### config.mk
export PLATFORM = sky130hd
export DESIGN_NAME = nvsc_host
export DESIGN_NICKNAME = d
export VERILOG_FILES = /design/src/hw/nvsc_pkg.sv /design/src/hw/nvsc_host.sv
export SDC_FILE = /design/constraint.sdc
export NUM_CORES = 1
export LEC_CHECK = 0
export BUFFER_PORTS_ARGS = -buffer_cell sky130_fd_sc_hd__buf_4
export CAP_MARGIN = 20
export CORE_UTILIZATION = 50
export CTS_CLUSTER_DIAMETER = 200
export CTS_CLUSTER_SIZE = 10
export DETAILED_ROUTE_END_ITERATION = 8
export PLACE_DENSITY = 0.79
export SLEW_MARGIN = 20
export SYNTH_ARGS = -nofsm -noshare
export SYNTH_HDL_FRONTEND = slang
export SYNTH_SLANG_ARGS = --single-unit
### constraint.sdc
create_clock -name clk -period 7.2 [get_ports clk]
set_input_delay 0.72 -clock clk [delete_from_list [all_inputs] [get_ports clk]]
set_output_delay 0.72 -clock clk [all_outputs]
set_load 0.1 [all_outputs]
### src/hw/nvsc_pkg.sv
package nvsc_pkg;
  // bus widths
  localparam int ADDR_W = 13;
  localparam int DATA_W = 8;
  localparam int CNT_W = 21;
  localparam int STEP_W = 3;
  // clock and pin timing, times as printed
  localparam int CLK_NS = 8;
  localparam int T_ACCESS_NS = 55;
  localparam int T_WRITE_NS = 45;
  localparam int T_OFF_NS = 25;
  localparam int T_RECALL_US = 20;
  localparam int T_STORE_MS = 10;
  // least times round up, waits cover the longest time
  localparam int ACCESS_CYC = (T_ACCESS_NS + CLK_NS - 1) / CLK_NS;
  localparam int WRITE_CYC = (T_WRITE_NS + CLK_NS - 1) / CLK_NS;
  localparam int OFF_CYC = (T_OFF_NS + CLK_NS - 1) / CLK_NS;
  localparam int RECALL_CYC = (T_RECALL_US * 1000 + CLK_NS - 1) / CLK_NS;
  localparam int STORE_CYC = (T_STORE_MS * 1000000 + CLK_NS - 1) / CLK_NS;
  localparam logic [STEP_W-1:0] LAST_STEP = 3'h5;
  // initiation sequence addresses
  localparam logic [ADDR_W-1:0] SEQ_A0 = 13'h0000;
  localparam logic [ADDR_W-1:0] SEQ_A1 = 13'h1555;
  localparam logic [ADDR_W-1:0] SEQ_A2 = 13'h0AAA;
  localparam logic [ADDR_W-1:0] SEQ_A3 = 13'h1FFF;
  localparam logic [ADDR_W-1:0] SEQ_A4 = 13'h10F0;
  localparam logic [ADDR_W-1:0] STORE_A5 = 13'h0F0F;
  localparam logic [ADDR_W-1:0] RECALL_A5 = 13'h0F0E;

  typedef enum logic [1:0] {
    OP_READ = 2'h0,
    OP_WRITE = 2'h1,
    OP_STORE = 2'h2,
    OP_RECALL = 2'h3
  } nvsc_op_t;

  // gray along power-up, idle, strobe, recover, nonvolatile wait
  typedef enum logic [2:0] {
    ST_PWRUP = 3'h0,
    ST_IDLE = 3'h1,
    ST_ACT = 3'h3,
    ST_REC = 3'h2,
    ST_NVWAIT = 3'h6
  } nvsc_state_t;

  typedef struct packed {
    nvsc_op_t op;
    logic [ADDR_W-1:0] addr;
    logic [DATA_W-1:0] wdata;
  } nvsc_req_t;

  typedef struct packed {
    logic chip_en_n;
    logic write_en_n;
    logic out_en_n;
    logic [ADDR_W-1:0] address_inputs;
    logic [DATA_W-1:0] data_pins_out;
    logic data_pins_oe;
  } nvsc_pins_t;

  typedef struct packed {
    nvsc_state_t st;
    nvsc_op_t op;
    logic [CNT_W-1:0] cnt;
    logic [STEP_W-1:0] step;
    nvsc_pins_t pins;
    logic [DATA_W-1:0] rdata;
    logic done;
  } nvsc_regs_t;

  // address of a given step of the store or recall sequence
  function automatic logic [ADDR_W-1:0] nvsc_seq_addr(
    input logic [STEP_W-1:0] step,
    input nvsc_op_t op
  );
    case (step)
      3'h0: nvsc_seq_addr = SEQ_A0;
      3'h1: nvsc_seq_addr = SEQ_A1;
      3'h2: nvsc_seq_addr = SEQ_A2;
      3'h3: nvsc_seq_addr = SEQ_A3;
      3'h4: nvsc_seq_addr = SEQ_A4;
      default: nvsc_seq_addr = (op == OP_STORE) ? STORE_A5 : RECALL_A5;
    endcase
  endfunction : nvsc_seq_addr
endpackage : nvsc_pkg

### src/hw/nvsc_host.sv
`timescale 1ns/1ps
// How it works
// - write with both strobes low, address held stable
// - output gate kept high during writes
// - store needs six ordered sequence reads
// - write strobe high through all six steps
// - each sequence address clocked by chip enable
// - write strobe high when power-up recall ends
module nvsc_host #(
  parameter int STORE_CYCLES = nvsc_pkg::STORE_CYC
) (
  // clock and reset
  input wire logic clk,
  input wire logic rst_n,
  input wire logic clk_en,
  // user request port
  input wire logic req_valid,
  input wire nvsc_pkg::nvsc_req_t req,
  output logic req_ready,
  output logic rsp_valid,
  output logic [nvsc_pkg::DATA_W-1:0] rsp_data,
  output logic busy,
  // supply sense, high while supply is above the sense level
  input wire logic supply_ok,
  // memory pins
  output nvsc_pkg::nvsc_pins_t mem,
  input wire logic [nvsc_pkg::DATA_W-1:0] data_pins_in
);
  localparam logic [nvsc_pkg::CNT_W-1:0] ACC_LD =
    nvsc_pkg::CNT_W'(nvsc_pkg::ACCESS_CYC - 1);
  localparam logic [nvsc_pkg::CNT_W-1:0] WR_LD =
    nvsc_pkg::CNT_W'(nvsc_pkg::WRITE_CYC - 1);
  localparam logic [nvsc_pkg::CNT_W-1:0] OFF_LD =
    nvsc_pkg::CNT_W'(nvsc_pkg::OFF_CYC - 1);
  localparam logic [nvsc_pkg::CNT_W-1:0] RCL_LD =
    nvsc_pkg::CNT_W'(nvsc_pkg::RECALL_CYC - 1);
  localparam logic [nvsc_pkg::CNT_W-1:0] STO_LD =
    nvsc_pkg::CNT_W'(STORE_CYCLES - 1);

  nvsc_pkg::nvsc_regs_t s_r;
  nvsc_pkg::nvsc_regs_t s_nxt;
  logic nv_op;

  assign nv_op = (s_r.op == nvsc_pkg::OP_STORE) ||
                 (s_r.op == nvsc_pkg::OP_RECALL);
  // requests only taken in idle; handshake is combinational
  assign req_ready = (s_r.st == nvsc_pkg::ST_IDLE) && supply_ok;
  assign rsp_valid = s_r.done;
  assign rsp_data = s_r.rdata;
  assign busy = (s_r.st != nvsc_pkg::ST_IDLE);
  assign mem = s_r.pins;

  // next state: one sequencer drives every pin from flip-flops
  always_comb
  begin
    s_nxt = s_r;
    s_nxt.done = 1'b0;
    case (s_r.st)
      nvsc_pkg::ST_PWRUP:
      begin
        // strobes parked high so recall never ends in a write
        s_nxt.pins.chip_en_n = 1'b1;
        s_nxt.pins.write_en_n = 1'b1;
        s_nxt.pins.out_en_n = 1'b1;
        s_nxt.pins.data_pins_oe = 1'b0;
        if (!supply_ok)
          s_nxt.cnt = RCL_LD;
        else if (s_r.cnt == '0)
          s_nxt.st = nvsc_pkg::ST_IDLE;
        else
          s_nxt.cnt = s_r.cnt - 1'b1;
      end
      nvsc_pkg::ST_IDLE:
      begin
        if (req_valid && req_ready)
        begin
          s_nxt.st = nvsc_pkg::ST_ACT;
          s_nxt.op = req.op;
          s_nxt.step = '0;
          s_nxt.pins.chip_en_n = 1'b0;
          if (req.op == nvsc_pkg::OP_WRITE)
          begin
            s_nxt.pins.address_inputs = req.addr;
            s_nxt.pins.write_en_n = 1'b0;
            s_nxt.pins.out_en_n = 1'b1;
            s_nxt.pins.data_pins_out = req.wdata;
            s_nxt.pins.data_pins_oe = 1'b1;
            s_nxt.cnt = WR_LD;
          end
          else if (req.op == nvsc_pkg::OP_READ)
          begin
            s_nxt.pins.address_inputs = req.addr;
            s_nxt.pins.write_en_n = 1'b1;
            s_nxt.pins.out_en_n = 1'b0;
            s_nxt.cnt = ACC_LD;
          end
          else
          begin
            // gate left high: the sequence does not need the outputs
            s_nxt.pins.address_inputs =
              nvsc_pkg::nvsc_seq_addr(3'h0, req.op);
            s_nxt.pins.write_en_n = 1'b1;
            s_nxt.pins.out_en_n = 1'b1;
            s_nxt.cnt = ACC_LD;
          end
        end
      end
      nvsc_pkg::ST_ACT:
      begin
        if (s_r.cnt != '0)
          s_nxt.cnt = s_r.cnt - 1'b1;
        else
        begin
          // full access time held so read data is valid at the edge
          if (s_r.op == nvsc_pkg::OP_READ)
            s_nxt.rdata = data_pins_in;
          s_nxt.pins.chip_en_n = 1'b1;
          s_nxt.pins.write_en_n = 1'b1;
          s_nxt.pins.out_en_n = 1'b1;
          s_nxt.st = nvsc_pkg::ST_REC;
          s_nxt.cnt = OFF_LD;
        end
      end
      nvsc_pkg::ST_REC:
      begin
        // data held one cycle past the write strobe, address longer
        s_nxt.pins.data_pins_oe = 1'b0;
        if (s_r.cnt != '0)
          s_nxt.cnt = s_r.cnt - 1'b1;
        else if (nv_op && s_r.step != nvsc_pkg::LAST_STEP)
        begin
          // next step back to back, nothing else interleaved
          s_nxt.step = s_r.step + 1'b1;
          s_nxt.pins.address_inputs =
            nvsc_pkg::nvsc_seq_addr(s_r.step + 1'b1, s_r.op);
          s_nxt.pins.chip_en_n = 1'b0;
          s_nxt.st = nvsc_pkg::ST_ACT;
          s_nxt.cnt = ACC_LD;
        end
        else if (nv_op)
        begin
          // device is deaf now; wait out the longest cycle time
          s_nxt.st = nvsc_pkg::ST_NVWAIT;
          s_nxt.cnt = (s_r.op == nvsc_pkg::OP_STORE) ?
            STO_LD : RCL_LD;
        end
        else
        begin
          s_nxt.done = 1'b1;
          s_nxt.st = nvsc_pkg::ST_IDLE;
        end
      end
      nvsc_pkg::ST_NVWAIT:
      begin
        if (s_r.cnt != '0)
          s_nxt.cnt = s_r.cnt - 1'b1;
        else
        begin
          s_nxt.done = 1'b1;
          s_nxt.st = nvsc_pkg::ST_IDLE;
        end
      end
      default:
        s_nxt.st = nvsc_pkg::ST_PWRUP;
    endcase
    // supply loss kills any store; device recalls on return
    if (!supply_ok && s_r.st != nvsc_pkg::ST_PWRUP)
    begin
      s_nxt.st = nvsc_pkg::ST_PWRUP;
      s_nxt.cnt = RCL_LD;
      s_nxt.pins.chip_en_n = 1'b1;
      s_nxt.pins.write_en_n = 1'b1;
      s_nxt.pins.out_en_n = 1'b1;
      s_nxt.pins.data_pins_oe = 1'b0;
      s_nxt.done = 1'b0;
    end
  end

  // state register; clock enable freezes everything
  always_ff @(posedge clk or negedge rst_n)
  begin
    if (!rst_n)
    begin
      s_r <= '0;
      s_r.st <= nvsc_pkg::ST_PWRUP;
      s_r.cnt <= RCL_LD;
      s_r.pins.chip_en_n <= 1'b1;
      s_r.pins.write_en_n <= 1'b1;
      s_r.pins.out_en_n <= 1'b1;
    end
    else if (clk_en)
      s_r <= s_nxt;
  end
endmodule : nvsc_host

==> reports/results.txt <==
Worst Skew = 0.0154 ns
CP max stage delay = 0.63 ns
Post-synthesis sequential area ratio = 39.5%
DRT antenna net count = 0
Clk Latency, worst-skew pair = 0.35 ns
Critical path startpoint category = register
DR vias = 3,420
All-Layer GR Usage = 24.1%
RSZ-0062 raised after global routing = no
Most common flop cell mapped by yosys = dfrtp_1
Placed cells = 540
Core ar. = 7730 um^2
Mux cell area share after synthesis = 9.41%
Yosys reg bits = 63
Reg2reg path depth = 5
DP Wirelength = 6920 um
CP Capture Type = register
Post-Route WL = 9680 um
CP max-delay cell = dfrtp_1
Synth Area in XOR/XNOR = 0.218%
Initial antenna violation count = 0
Netlist cell types = 68
Largest family of logic cells by synthesized area = compound AO/OA/AOI/OAI gates
Critical path type = register to register
Area of the multi-input gates = 1990 um^2
Layout cells sized above 1 = 29.1%
Power density over the cells = 392 nW/um^2
Mapped Nets = 462
PostCTS Resize Cnt = 0
CTS HTree Levels = 3
Avg Inst Size Synth = 9.58 um^2
Initial DRC count = 315
Area of the mapped netlist = 4020 um^2
Cells along the critical path = or3b_2 -> a21oi_1 -> nor3b_1 -> o211ai_2 -> mux2_2
Nets = 492
Layout area overhead = 12.7%
CTS root buf = clkbuf_8
Worst R2R Start = s_r[62]
Post-CTS Hold Buffers = 0
Commonest non-fill, non-tap cell in the layout = buf_4
Post-Layout Cell Count = 556
Reg2reg end = mem[9]
# rows = 32
Synth Area in Adders = 2.18%
Clock transition at path regs = 0.08 ns
GP Congestion = 0.945
CP Data Required Time = 7.44 ns
Die area = 8390 um^2
Die width = 91.6 um
Compound-cell area share of the yosys netlist = 20.0%
Stages on the worst setup path = 5
Critical Path Source = s_r[62]
Antenna Cells = 0
Pwr Total = 1.77 mW
First-pass GRT wire length = 16,000 um
Tmin final = 2.76 ns
DIE HEIGHT = 91.6 um
Total CTS buffers = 9
Most frequent cells in the layout = buf_4, dfrtp_1, a21oi_1, inv_1
Slew Viols, Final = 0
Initial Util = 52.0%
Status = complete, no violations
Max Freq = 362 MHz
Max clock buf depth = 2
Setup Buffers After CTS = 0
Tcrit/Tclk final = 38.3%
Total gr overflow = 0
Actual slew at the worst max-slew pin = 1.01 ns
Simple-Gate Fraction of Synth Area = 17.8%
Vias in the first global route = 3,322
Buffers on Ports = 71
Peak VDD IR = 0.000375 V
Synth Instances = 419
Largest net degree at the start of global routing = 64
FF/Latch Area = 1590 um^2
Normalized max-slew margin = 32.6%
Finished Core Util = 58.5%
Async set or reset register ratio after synthesis = 100%
Fillers = 661
Crit Path Max Fanout = 20
Final Hold Viols = 0
Arrival time at the worst endpoint = 3.00 ns
Synth warn = 0
Final setup viols = 0
DR DRC count = 0
Setup_tns = 0 ns
CP bufs+invs = 0
Hold crit path type = input pin to asynchronous set/reset pin
Leak = 2.09 nW
Sink Count = 63
Kind of cell adding the most delay to the critical path = compound AO/OA/AOI/OAI gates
Routed len/inst = 17.4 um
I/O pin total = 72
Flop2flop setup slack = 4.44 ns
EDFF count, synth = 0
Vias/cell = 6.15
Max Cap Viol = 0
Drt pass-1 iters = 5
CTS tree = done
synthesized netlist by cell type, types with 5 or more instances:
cell type  count  area, um^2
o22ai_1        5        31.3
a31oi_1       12        75.1
dfrtp_1       54        1350
nor4_1         6        37.5
dfstp_2        9         236
buf_4         34         255
nand3_1        9        45.0
inv_1         26        97.6
clkbuf_1      16        60.1
or3_1          6        37.5
a21oi_1       30         150
a41oi_1        9        78.8
and3_1         5        31.3
mux2_2        18         203
ha_1           7        87.6
or4_1          6        45.0
o21ai_0       11        55.1
mux2i_1       13         130
nand2b_1       7        43.8
a22o_1         6        52.6
nor3_1        13        65.1
nand2_1       17        63.8
nor2_1        18        67.6
routing by layer:
layer	GRT usage (%)	vias up	wire length, um	part of all wire [%]
li1	-	1600	-	-
met5	0	-	0	0
met1	32.9	1638	4140	43
met4	9.13	0	218	2.3
met2	37.5	158	4580	47
met3	5.39	24	738	7.6
report_power, final:
| part | internal, mW | switching (mW) | total, mW |
|---|---|---|---|
| logic | 0.253 | 0.693 | 0.945 |
| registers | 0.452 | 0.105 | 0.557 |
| clock network | 0.133 | 0.138 | 0.271 |
flip-flops by register name (all words and copies together) (netlist names):
name       cells
s_r           29
mem           25
rsp_data       8
rsp_valid      1
cells by family after synthesis:
group / Yosys count
adder cells (fa/ha/maj): 7
flip-flops: 63
multiplexers: 35
XOR/XNOR: 1
AND/OR/NAND/NOR: 118
buffers and inverters: 81
AO/OA/AOI/OAI: 114
worst max path at each step:
stage,to,slack (ns)
floorplan,mem[11],4.79
global placement,s_r[34],4.53
detailed placement,mem[9],4.51
CTS,s_r[34],4.48
global route,s_r[37],4.22
finish,mem[9],4.44
worst register-to-register path, cell delays in order (launching register included):
cell and delay (ns):
dfrtp_1 0.63, or3b_2 0.64, a21oi_1 0.42, nor3b_1 0.15
o211ai_2 0.41, mux2_2 0.42
cell type report:
class	count	area share, %
Clock buffer	12	3.21
Clock inverter	4	0.498
Inverter	27	2.24
Multi-Input combinational cell	275	44.0
Sequential cell	63	35.1
Tap cell	102	2.82
Timing Repair Buffer	73	12.1
metrics by stage:
stage	hold slack, ns	worst slack, ns	area [um^2]
after global routing	0.517	4.22	4520
after global placement	0.470	4.53	4360
after detailed placement	0.483	4.51	4360
final	0.443	4.44	4520
after floorplan	0.424	4.79	4020
after CTS	0.481	4.48	4520
(Power assumes the default switching activity.)
